### config.mk
export PLATFORM = sky130hd
export DESIGN_NAME = pin_irq_block
export DESIGN_NICKNAME = d
export VERILOG_FILES = /design/src/core/pin_irq_pkg.sv /design/src/core/pin_irq_block.sv
export SDC_FILE = /design/constraint.sdc
export NUM_CORES = 1
export LEC_CHECK = 0
export CORE_UTILIZATION = 50
export DETAILED_ROUTE_END_ITERATION = 7
export DONT_BUFFER_PORTS = 1
export PLACE_DENSITY = 0.66
export SLEW_MARGIN = 20
export SYNTH_ARGS = -nofsm -noshare
export SYNTH_HDL_FRONTEND = slang
export SYNTH_SLANG_ARGS = --single-unit
### constraint.sdc
create_clock -name clock -period 1.3 [get_ports clock]
set_input_delay 0.065 -clock clock [delete_from_list [all_inputs] [get_ports clock]]
set_output_delay 0.065 -clock clock [all_outputs]
set_load 0.05 [all_outputs]
### src/core/pin_irq_pkg.sv
// Purpose: Constants for the port input mode and pin interrupt block.
// Assumes: APB with 32-bit data, each register one word.
// Notes: Register indices are printed offsets; byte address is four times the index.
package pin_irq_pkg;
  localparam logic [7:0] IDX_PORT0_FLAG = 8'h89;
  localparam logic [7:0] IDX_PORT1_FLAG = 8'h8a;
  localparam logic [7:0] IDX_PORT2_FLAG = 8'h8b;
  localparam logic [7:0] IDX_PIN_IRQ_CONTROL = 8'h8c;
  localparam logic [7:0] IDX_PORT1_IRQ_MASK = 8'h8d;
  localparam logic [7:0] IDX_PORT1_INPUT_MODE = 8'hf6;
  localparam logic [7:0] IDX_PORT2_INPUT_MODE = 8'hf7;
  localparam logic [7:0] IDX_IRQ_STATUS = 8'hc0;
  localparam logic [7:0] IDX_IRQ_CLEAR = 8'hc1;
  localparam logic [7:0] IDX_IRQ_ENABLE = 8'hc2;
  localparam logic [7:0] RESET_VALUE = 8'h00;
  localparam logic [7:0] PORT1_MODE_MASK = 8'hfc;
  localparam logic [7:0] PORT2_FLAG_MASK = 8'h1f;
  localparam logic [7:0] CONTROL_MASK = 8'h7f;
  localparam int BIT_PORT2_PULL_DOWN = 7;
  localparam int BIT_PORT1_PULL_DOWN = 6;
  localparam int BIT_PORT0_PULL_DOWN = 5;
  localparam int BIT_PAD_DRIVE_MAX = 6;
  localparam int BIT_PORT2_GROUP_IRQ_EN = 5;
  localparam int BIT_PORT0_UPPER_IRQ_EN = 4;
  localparam int BIT_PORT0_LOWER_IRQ_EN = 3;
  localparam int BIT_PORT2_FALLING = 2;
  localparam int BIT_PORT1_FALLING = 1;
  localparam int BIT_PORT0_FALLING = 0;
endpackage

### src/core/pin_irq_block.sv
// Purpose: Port input mode, pull select, pad drive and pin-change interrupts.
// Assumes: Single clock; pin inputs synchronous to it but still double-sampled.
// Notes: Port requests also feed a summary status register for one interrupt line.
`timescale 1ns/1ps
module pin_irq_block (
  input wire logic clock, // 40 MHz system clock
  input wire logic nrst, // Asynchronous reset, active low
  input wire logic psel, // APB select
  input wire logic penable, // APB enable
  input wire logic pwrite, // APB write
  input wire logic [31:0] paddr, // APB byte address
  input wire logic [31:0] pwdata, // APB write data
  output logic [31:0] prdata, // APB read data
  output logic pready, // APB ready
  output logic pslverr, // APB error for unmapped address
  input wire logic [7:0] port0_in, // Port 0 pin levels
  input wire logic [7:0] port1_in, // Port 1 pin levels
  input wire logic [4:0] port2_in, // Port 2 pin levels
  output logic [7:0] port1_tristate, // Port 1 tristate per pin
  output logic [4:0] port2_tristate, // Port 2 tristate per pin
  output logic port0_pull_down_sel, // Port 0 pull-down select
  output logic port1_pull_down_sel, // Port 1 pull-down select
  output logic port2_pull_down_sel, // Port 2 pull-down select
  output logic pad_drive_max, // Maximum pad drive
  output logic port0_irq, // Port 0 request level
  output logic port1_irq, // Port 1 request level
  output logic port2_irq, // Port 2 request level
  output logic irq // Summary interrupt, level
);

  ////////////////////////////////////////////////////////////////////////////
  logic [7:0] port1_input_mode_reg;
  logic [7:0] port2_input_mode_reg;
  logic [7:0] pin_irq_control_reg;
  logic [7:0] port1_pin_irq_mask_reg;
  logic [7:0] port0_pending;
  logic [7:0] port1_pending;
  logic [4:0] port2_pending;
  logic [2:0] irq_status;
  logic [2:0] irq_enable;
  logic [20:0] sync_a;
  logic [20:0] sync_b;
  logic [20:0] sync_prev;
  // The compare stage holds no real sample until three edges after reset;
  // without this gate a pin resting high would look like a rising edge
  logic [1:0] fill;
  wire sync_ready = (fill == 2'h3);
  logic [7:0] rd_byte;
  logic [7:0] next_port0_pending;
  logic [7:0] next_port1_pending;
  logic [4:0] next_port2_pending;

  function automatic logic [7:0] edges(input logic [7:0] cur, input logic [7:0] prev,
                                       input logic falling);
    edges = falling ? (prev & ~cur) : (cur & ~prev);
  endfunction

  function automatic logic [7:0] keep_or_clear(input logic [7:0] flags, input logic [7:0] wd,
                                               input logic hit);
    keep_or_clear = hit ? (flags & wd) : flags;
  endfunction

  ////////////////////////////////////////////////////////////////////////////
  // Bus decode; zero wait states, always ready
  wire access = psel && penable;
  wire [7:0] idx = paddr[9:2];
  wire aligned = (paddr[1:0] == 2'b00) && (paddr[31:10] == 22'h0);
  wire [7:0] wd = pwdata[7:0];
  wire hit_p0f = aligned && idx == pin_irq_pkg::IDX_PORT0_FLAG;
  wire hit_p1f = aligned && idx == pin_irq_pkg::IDX_PORT1_FLAG;
  wire hit_p2f = aligned && idx == pin_irq_pkg::IDX_PORT2_FLAG;
  wire hit_ctl = aligned && idx == pin_irq_pkg::IDX_PIN_IRQ_CONTROL;
  wire hit_msk = aligned && idx == pin_irq_pkg::IDX_PORT1_IRQ_MASK;
  wire hit_m1 = aligned && idx == pin_irq_pkg::IDX_PORT1_INPUT_MODE;
  wire hit_m2 = aligned && idx == pin_irq_pkg::IDX_PORT2_INPUT_MODE;
  wire hit_st = aligned && idx == pin_irq_pkg::IDX_IRQ_STATUS;
  wire hit_clr = aligned && idx == pin_irq_pkg::IDX_IRQ_CLEAR;
  wire hit_en = aligned && idx == pin_irq_pkg::IDX_IRQ_ENABLE;
  wire mapped = hit_p0f | hit_p1f | hit_p2f | hit_ctl | hit_msk | hit_m1 | hit_m2
              | hit_st | hit_clr | hit_en;
  wire wr = access && pwrite && mapped;

  assign pready = 1'b1;
  assign pslverr = access && !mapped;

  assign rd_byte = hit_p0f ? port0_pending :
                   hit_p1f ? port1_pending :
                   hit_p2f ? {3'h0, port2_pending} :
                   hit_ctl ? pin_irq_control_reg :
                   hit_msk ? port1_pin_irq_mask_reg :
                   hit_m1 ? port1_input_mode_reg :
                   hit_m2 ? port2_input_mode_reg :
                   hit_st ? {5'h0, irq_status} :
                   hit_en ? {5'h0, irq_enable} : 8'h00;

  always_ff @(posedge clock or negedge nrst) begin
    if (!nrst) prdata <= 32'h0;
    else if (psel && !penable && !pwrite) prdata <= {24'h0, rd_byte};
  end

  ////////////////////////////////////////////////////////////////////////////
  // Configuration registers
  always_ff @(posedge clock or negedge nrst) begin
    if (!nrst) begin
      port1_input_mode_reg <= pin_irq_pkg::RESET_VALUE;
      port2_input_mode_reg <= pin_irq_pkg::RESET_VALUE;
      pin_irq_control_reg <= pin_irq_pkg::RESET_VALUE;
      port1_pin_irq_mask_reg <= pin_irq_pkg::RESET_VALUE;
      irq_enable <= 3'h0;
    end else if (wr) begin
      if (hit_m1) port1_input_mode_reg <= wd & pin_irq_pkg::PORT1_MODE_MASK;
      if (hit_m2) port2_input_mode_reg <= wd;
      if (hit_ctl) pin_irq_control_reg <= wd & pin_irq_pkg::CONTROL_MASK;
      if (hit_msk) port1_pin_irq_mask_reg <= wd;
      if (hit_en) irq_enable <= wd[2:0];
    end
  end

  assign port1_tristate = port1_input_mode_reg;
  assign port2_tristate = port2_input_mode_reg[4:0];
  assign port0_pull_down_sel = port2_input_mode_reg[pin_irq_pkg::BIT_PORT0_PULL_DOWN];
  assign port1_pull_down_sel = port2_input_mode_reg[pin_irq_pkg::BIT_PORT1_PULL_DOWN];
  assign port2_pull_down_sel = port2_input_mode_reg[pin_irq_pkg::BIT_PORT2_PULL_DOWN];
  assign pad_drive_max = pin_irq_control_reg[pin_irq_pkg::BIT_PAD_DRIVE_MAX];

  ////////////////////////////////////////////////////////////////////////////
  // Pin synchroniser; sync_a is read only by sync_b
  always_ff @(posedge clock or negedge nrst) begin
    if (!nrst) begin
      sync_a <= 21'h0;
      sync_b <= 21'h0;
      sync_prev <= 21'h0;
      fill <= 2'h0;
    end else begin
      sync_a <= {port2_in, port1_in, port0_in};
      sync_b <= sync_a;
      sync_prev <= sync_b;
      if (!sync_ready) fill <= fill + 2'h1;
    end
  end

  wire [7:0] edge0 = {8{sync_ready}} & edges(sync_b[7:0], sync_prev[7:0],
                           pin_irq_control_reg[pin_irq_pkg::BIT_PORT0_FALLING]);
  wire [7:0] edge1 = {8{sync_ready}} & edges(sync_b[15:8], sync_prev[15:8],
                           pin_irq_control_reg[pin_irq_pkg::BIT_PORT1_FALLING]);
  wire [7:0] edge2 = {8{sync_ready}} & edges({3'h0, sync_b[20:16]}, {3'h0, sync_prev[20:16]},
                           pin_irq_control_reg[pin_irq_pkg::BIT_PORT2_FALLING]);

  // Set after clear so a same-cycle edge survives the write
  assign next_port0_pending = keep_or_clear(port0_pending, wd, wr && hit_p0f) | edge0;
  assign next_port1_pending = keep_or_clear(port1_pending, wd, wr && hit_p1f) | edge1;
  wire [7:0] p2_kept = keep_or_clear({3'h0, port2_pending}, wd, wr && hit_p2f);
  assign next_port2_pending = p2_kept[4:0] | edge2[4:0];

  always_ff @(posedge clock or negedge nrst) begin
    if (!nrst) begin
      port0_pending <= 8'h00;
      port1_pending <= 8'h00;
      port2_pending <= 5'h00;
    end else begin
      port0_pending <= next_port0_pending;
      port1_pending <= next_port1_pending;
      port2_pending <= next_port2_pending;
    end
  end

  ////////////////////////////////////////////////////////////////////////////
  // Port requests and summary interrupt
  wire p0_hi_en = pin_irq_control_reg[pin_irq_pkg::BIT_PORT0_UPPER_IRQ_EN];
  wire p0_lo_en = pin_irq_control_reg[pin_irq_pkg::BIT_PORT0_LOWER_IRQ_EN];
  wire p2_en = pin_irq_control_reg[pin_irq_pkg::BIT_PORT2_GROUP_IRQ_EN];
  assign port0_irq = (p0_hi_en && |port0_pending[7:4]) || (p0_lo_en && |port0_pending[3:0]);
  assign port1_irq = |(port1_pending & port1_pin_irq_mask_reg);
  assign port2_irq = p2_en && |port2_pending;

  // Sticky summary bits; a rising request wins over a clear in the same cycle
  logic [2:0] req_prev;
  wire [2:0] req_now = {port2_irq, port1_irq, port0_irq};
  wire [2:0] req_rise = req_now & ~req_prev;
  wire [2:0] clr_bits = (wr && hit_clr) ? wd[2:0] : 3'h0;

  always_ff @(posedge clock or negedge nrst) begin
    if (!nrst) begin
      req_prev <= 3'h0;
      irq_status <= 3'h0;
    end else begin
      req_prev <= req_now;
      irq_status <= (irq_status & ~clr_bits) | req_rise;
    end
  end

  assign irq = |(irq_status & irq_enable);

  ////////////////////////////////////////////////////////////////////////////
  // Mode, pull and drive registers
  AST_P1_LOW_ZERO: assert property (@(posedge clock) disable iff (!nrst)
    port1_input_mode_reg[1:0] == 2'b00) else $error("port1 mode low bits set");

  AST_P1_WRITE: assert property (@(posedge clock) disable iff (!nrst)
    wr && hit_m1 |=> port1_input_mode_reg == ($past(wd) & pin_irq_pkg::PORT1_MODE_MASK))
    else $error("port1 mode write wrong");

  AST_P1_TRI_OUT: assert property (@(posedge clock) disable iff (!nrst)
    port1_tristate[1:0] == 2'b00)
    else $error("port1 low pins tristate");

  AST_P2_TRI: assert property (@(posedge clock) disable iff (!nrst)
    wr && hit_m2 |=> port2_tristate == $past(wd[4:0])) else $error("port2 mode lost");

  AST_P2_MODE_KEEP: assert property (@(posedge clock) disable iff (!nrst)
    !(wr && hit_m2) |=> $stable(port2_input_mode_reg))
    else $error("port2 mode changed without write");

  AST_PULL: assert property (@(posedge clock) disable iff (!nrst)
    wr && hit_m2 |=> port1_pull_down_sel == $past(wd[6])) else $error("pull select wrong");

  AST_PULL0: assert property (@(posedge clock) disable iff (!nrst)
    wr && hit_m2 |=> port0_pull_down_sel == $past(wd[5]))
    else $error("port0 pull select wrong");

  AST_PULL2: assert property (@(posedge clock) disable iff (!nrst)
    wr && hit_m2 |=> port2_pull_down_sel == $past(wd[7]))
    else $error("port2 pull select wrong");

  AST_CTL7: assert property (@(posedge clock) disable iff (!nrst)
    pin_irq_control_reg[7] == 1'b0) else $error("control bit 7 set");

  AST_CTL_WRITE: assert property (@(posedge clock) disable iff (!nrst)
    wr && hit_ctl |=> pin_irq_control_reg == ($past(wd) & pin_irq_pkg::CONTROL_MASK))
    else $error("control write wrong");

  AST_PAD: assert property (@(posedge clock) disable iff (!nrst)
    wr && hit_ctl |=> pad_drive_max == $past(wd[6]))
    else $error("pad drive wrong");

  ////////////////////////////////////////////////////////////////////////////
  // Pending flags
  AST_P0_SET: assert property (@(posedge clock) disable iff (!nrst)
    |edge0 |=> (port0_pending & $past(edge0)) == $past(edge0)) else $error("p0 edge lost");

  AST_P0_CLEAR: assert property (@(posedge clock) disable iff (!nrst)
    wr && hit_p0f && edge0 == 8'h00 |=> port0_pending == ($past(port0_pending) & $past(wd)))
    else $error("p0 clear wrong");

  AST_P0_HOLD: assert property (@(posedge clock) disable iff (!nrst)
    !(wr && hit_p0f) |=> (port0_pending & $past(port0_pending)) == $past(port0_pending))
    else $error("p0 flag dropped without write");

  AST_P1_CLEAR: assert property (@(posedge clock) disable iff (!nrst)
    wr && hit_p1f && edge1 == 8'h00 |=> port1_pending == ($past(port1_pending) & $past(wd)))
    else $error("p1 clear wrong");

  AST_P1_SET: assert property (@(posedge clock) disable iff (!nrst)
    |edge1 |=> (port1_pending & $past(edge1)) == $past(edge1))
    else $error("p1 edge lost");

  AST_P1_HOLD: assert property (@(posedge clock) disable iff (!nrst)
    !(wr && hit_p1f) |=> (port1_pending & $past(port1_pending)) == $past(port1_pending))
    else $error("p1 flag dropped without write");

  AST_P2_HIGH: assert property (@(posedge clock) disable iff (!nrst)
    psel && !penable && !pwrite && hit_p2f |=> prdata[7:5] == 3'b000)
    else $error("p2 high bits read set");

  AST_P2_SET: assert property (@(posedge clock) disable iff (!nrst)
    |edge2[4:0] |=> (port2_pending & $past(edge2[4:0])) == $past(edge2[4:0]))
    else $error("p2 edge lost");

  AST_P2_CLEAR: assert property (@(posedge clock) disable iff (!nrst)
    wr && hit_p2f && edge2 == 8'h00 |=> port2_pending == ($past(port2_pending) & $past(wd[4:0])))
    else $error("p2 clear wrong");

  ////////////////////////////////////////////////////////////////////////////
  // Port requests
  AST_P2_IRQ: assert property (@(posedge clock) disable iff (!nrst)
    !p2_en |-> !port2_irq) else $error("port2 irq while disabled");

  AST_P2_IRQ_ON: assert property (@(posedge clock) disable iff (!nrst)
    p2_en && |port2_pending |-> port2_irq)
    else $error("port2 irq missing");

  AST_P0_HI: assert property (@(posedge clock) disable iff (!nrst)
    p0_hi_en && |port0_pending[7:4] |-> port0_irq) else $error("p0 upper irq missing");

  AST_P0_HI_OFF: assert property (@(posedge clock) disable iff (!nrst)
    !p0_hi_en && port0_pending[3:0] == 4'h0 |-> !port0_irq)
    else $error("p0 upper irq while disabled");

  AST_P0_LO: assert property (@(posedge clock) disable iff (!nrst)
    !p0_hi_en && !p0_lo_en |-> !port0_irq) else $error("p0 irq while disabled");

  AST_P0_LO_ON: assert property (@(posedge clock) disable iff (!nrst)
    p0_lo_en && |port0_pending[3:0] |-> port0_irq)
    else $error("p0 lower irq missing");

  AST_P0_LO_OFF: assert property (@(posedge clock) disable iff (!nrst)
    !p0_lo_en && port0_pending[7:4] == 4'h0 |-> !port0_irq)
    else $error("p0 lower irq while disabled");

  AST_MASK1: assert property (@(posedge clock) disable iff (!nrst)
    port1_pin_irq_mask_reg == 8'h00 |-> !port1_irq) else $error("p1 irq while masked");

  AST_MASK1_ON: assert property (@(posedge clock) disable iff (!nrst)
    |(port1_pending & port1_pin_irq_mask_reg) |-> port1_irq)
    else $error("p1 irq missing");

  AST_MASK_WRITE: assert property (@(posedge clock) disable iff (!nrst)
    wr && hit_msk |=> port1_pin_irq_mask_reg == $past(wd))
    else $error("p1 mask write wrong");

  ////////////////////////////////////////////////////////////////////////////
  // Edge selection and synchroniser
  AST_RISE1: assert property (@(posedge clock) disable iff (!nrst)
    !pin_irq_control_reg[1] && sync_ready && $rose(sync_b[8]) |=> port1_pending[0])
    else $error("p1 rising edge missed");

  AST_FALL1: assert property (@(posedge clock) disable iff (!nrst)
    pin_irq_control_reg[1] && sync_ready && $fell(sync_b[8]) |=> port1_pending[0])
    else $error("p1 falling edge missed");

  AST_FALL2: assert property (@(posedge clock) disable iff (!nrst)
    pin_irq_control_reg[2] && sync_ready && $fell(sync_b[16]) |=> port2_pending[0])
    else $error("p2 falling edge missed");

  AST_RISE2: assert property (@(posedge clock) disable iff (!nrst)
    !pin_irq_control_reg[2] && sync_ready && $rose(sync_b[16]) |=> port2_pending[0])
    else $error("p2 rising edge missed");

  AST_FALL0: assert property (@(posedge clock) disable iff (!nrst)
    pin_irq_control_reg[0] && $rose(sync_b[0]) && !port0_pending[0] |=> !port0_pending[0])
    else $error("p0 rising edge flagged in falling mode");

  AST_RISE0: assert property (@(posedge clock) disable iff (!nrst)
    !pin_irq_control_reg[0] && sync_ready && $rose(sync_b[0]) |=> port0_pending[0])
    else $error("p0 rising edge missed");

  AST_SYNC: assert property (@(posedge clock) disable iff (!nrst)
    !pin_irq_control_reg[0] && sync_ready && $rose(port0_in[3]) ##1 port0_in[3] ##1 1'b1
    |=> port0_pending[3]) else $error("synchronised edge missed");

  AST_WARM: assert property (@(posedge clock) disable iff (!nrst)
    !sync_ready |-> edge0 == 8'h00 && edge1 == 8'h00 && edge2 == 8'h00)
    else $error("edge seen before synchroniser filled");

  AST_SET_WINS: assert property (@(posedge clock) disable iff (!nrst)
    wr && hit_p0f && edge0[0] |=> port0_pending[0]) else $error("set lost to clear");

  AST_SET_WINS1: assert property (@(posedge clock) disable iff (!nrst)
    wr && hit_p1f && edge1[0] |=> port1_pending[0])
    else $error("p1 set lost to clear");

  AST_WRITE_ONE: assert property (@(posedge clock) disable iff (!nrst)
    wr && hit_p1f && wd == 8'hff |=> (port1_pending & $past(port1_pending)) == $past(port1_pending))
    else $error("writing one dropped a flag");

  ////////////////////////////////////////////////////////////////////////////
  // Main scenarios
  COV_P0_EDGE: cover property (@(posedge clock) disable iff (!nrst) |edge0);
  COV_CLEAR: cover property (@(posedge clock) disable iff (!nrst) wr && hit_p1f);
  COV_IRQ: cover property (@(posedge clock) disable iff (!nrst) $rose(irq));
  COV_P2_FALL: cover property (@(posedge clock) disable iff (!nrst)
    pin_irq_control_reg[2] && |edge2);
  COV_P2_IRQ: cover property (@(posedge clock) disable iff (!nrst) $rose(port2_irq));
endmodule

==> metrics <==
commonest non-fill, non-tap cell in the layout=dfrtp_1; dpl cells=743; Synth cell types=56; dpl hpwl=10000 um; clk sinks=132; via count=4525; H-tree level count=4; PD cells=1270 nW/um^2; Via density=5.48; Die Wd=109 um; synthesized cell area=5710 sq um; Iter 0 DRT Violations=329; final worst slack=-459 ps; Seq/Total Area, Yosys=57.9%; final setup TNS=-2470 ps; Post-synth EDFFs=0; die footprint=11800 sq um; min cycle time layout=1760 ps; CP Launch Type=flop; maximum VDD drop=0.00117 V; Crit. End Element=output port; Non-Filler Instances=825; cts bufs inserted=17; Yosys Warn Count=0; Core ar.=11000 sq um; Leak=3.44 nW; share of layout cells above drive strength 1=30.7%; IO buf count=0; pin count of the biggest net entering global routing=133; CP max-delay cell=or4_4; Fin Clk Skew=4.50 ps; crit path DAT=1690 ps; WP data required=1240 ps; GPL Wtd Cong=0.858; crit-path cells=or4_4 > o21a_4 > buf_6; fin crit share=135%; global-route wire length before repair=23700 um; hold_ws=-644 ps; FP Rows=38; Slew Viols, Final=0; final hold viol count=132; synthesized instance count=542; async set-or-reset flop fraction in the synthesized netlist=100%; starting density of the core=52.0%; failing checks=negative hold slack, negative setup slack; Worst-path clk slew=60 ps; worst slack, placed=-545 ps; Worst-Skew Late Latency=400 ps; cts hold-fix bufs=31; total power=9.91 mW; ys flop type=dfrtp_1; Top Registers=sync_a x21, sync_b x21, sync_prev x21; status=finished with violations; worst rel slew slack=58.3%; DRC violations left=0; gr usage total=27.7%; most frequent cells in the layout=dfrtp_1, nand2_1, buf_4; max-cap viol count=0; RSZ-0062 raised after global routing=true; clk buf depth=2; Final nets=763; worst-margin pin slew=624 ps; number of global-route vias before repair=4479; Overflow after GRT=0; clk root buf=clkbuf_16; flip-flop and latch count after synthesis=132; Die Y=109 um; diode count=0; CTS tree=yes; final wirelength=15200 um; Setup Viol. Count Final=27; slowest cell delay on critical path=540 ps; initial antenna violation count=0; I/O pin cnt=145; Initial DRT Pass Iterations=5; Crit path max-delay family=simple AND/OR/NAND/NOR gates; final antenna-violating net count=0; Avg WL per Cell=18.4 um; fmax=0.568 GHz; CP bufs+invs=1; Layout area overhead=36.9%; Mapped Avg Cell Area=10.5 sq um; Hold WC Path Type=input port to async pin; Crit Path Max Fanout=2; WS Path Type=flop to output port
kinds of logic (layout without fill, tap and decap cells):
family	after synthesis	count (layout)	share of synthesized area (%)
AO/OA/AOI/OAI	106	106	11.7
XOR/XNOR	1	1	0.153
adder cells (fa/ha/maj)	1	1	0.219
buffers and inverters	51	169	5.15
flip-flops	132	132	57.9
multiplexers	36	36	7.04
other	2	27	0.132
AND/OR/NAND/NOR	213	213	17.8
per-stage QoR:
stage / util, % / instance area [sq um]
after floorplan: - / 5900
after global placement: 58.6 / 6430
after detailed placement: 58.6 / 6430
after CTS: 69.5 / 7630
after global routing: 71.2 / 7820
final: 71.2 / 7820
cells in the mapped netlist, types with 3 or more instances:
master    instances  area [sq um]
or4_1             3          22.5
o31ai_1           6          45.0
or2_2             3          18.8
inv_1             8          30.0
nor2_1           31           116
nor3_1            7          35.0
nand2_1         115           432
buf_4            27           203
nand2b_1          8          50.1
o211ai_1         10          75.1
and3_1            6          37.5
nor4_1            4          25.0
and2_1            3          18.8
a22oi_1           4          30.0
a22o_1            3          26.3
a21oi_1          15          75.1
nand3_1           8          40.0
a211oi_1          3          22.5
nand4_1           5          31.3
clkbuf_1         13          48.8
dfrtp_1         132          3300
nor2b_1           6          37.5
o21ai_0          44           220
mux2_2           33           372
mux2i_1           3          30.0
a31oi_1           4          25.0
per-layer routing:
layer	global-route usage, %	part of all wire [%]
met1	36.9	44
met2	44.9	47
met5	0	0
met4	9.94	2.6
met3	6.10	6.0
final timing paths:
path / cells after the start / slack, ps / end / start
worst min register to register: 0 / 340 / sync_b[4] / sync_a[4]
max in group asynchronous: 0 / 1730 / sync_prev[6] / nrst
worst max-delay path: 3 / -460 / port2_irq / port2_pending[4]
worst min-delay path: 0 / -640 / sync_a[10] / nrst
worst max register to register: 5 / -380 / irq_status[2] / port2_pending[4]
min in group clock: 4 / 10 / prdata[1] / paddr[3]
where the power goes:
part	switching [mW]	internal, mW	leakage (nW)
Sequential	0.0710	4.25	1.56
Clock	1.72	3.12	0.292
Combinational	0.515	0.242	1.58
layout make-up:
cell class	instances	area, sq um
inverter	8	30.0
clock buffer	20	457
fill	759	3170
tap	140	175
timing repair buffer	129	1140
multi-input combinational	384	2560
sequential	132	3300
clock inverter	12	154
timing repair:
action                                 in CTS  in global routing
setup buffers                              14                  5
resized for setup                          38                 51
setup endpoints to repair                  28                 64
endpoints found under the hold margin     214                132
pin swaps                                  16                 18
Power figures use the tool's default switching activity.
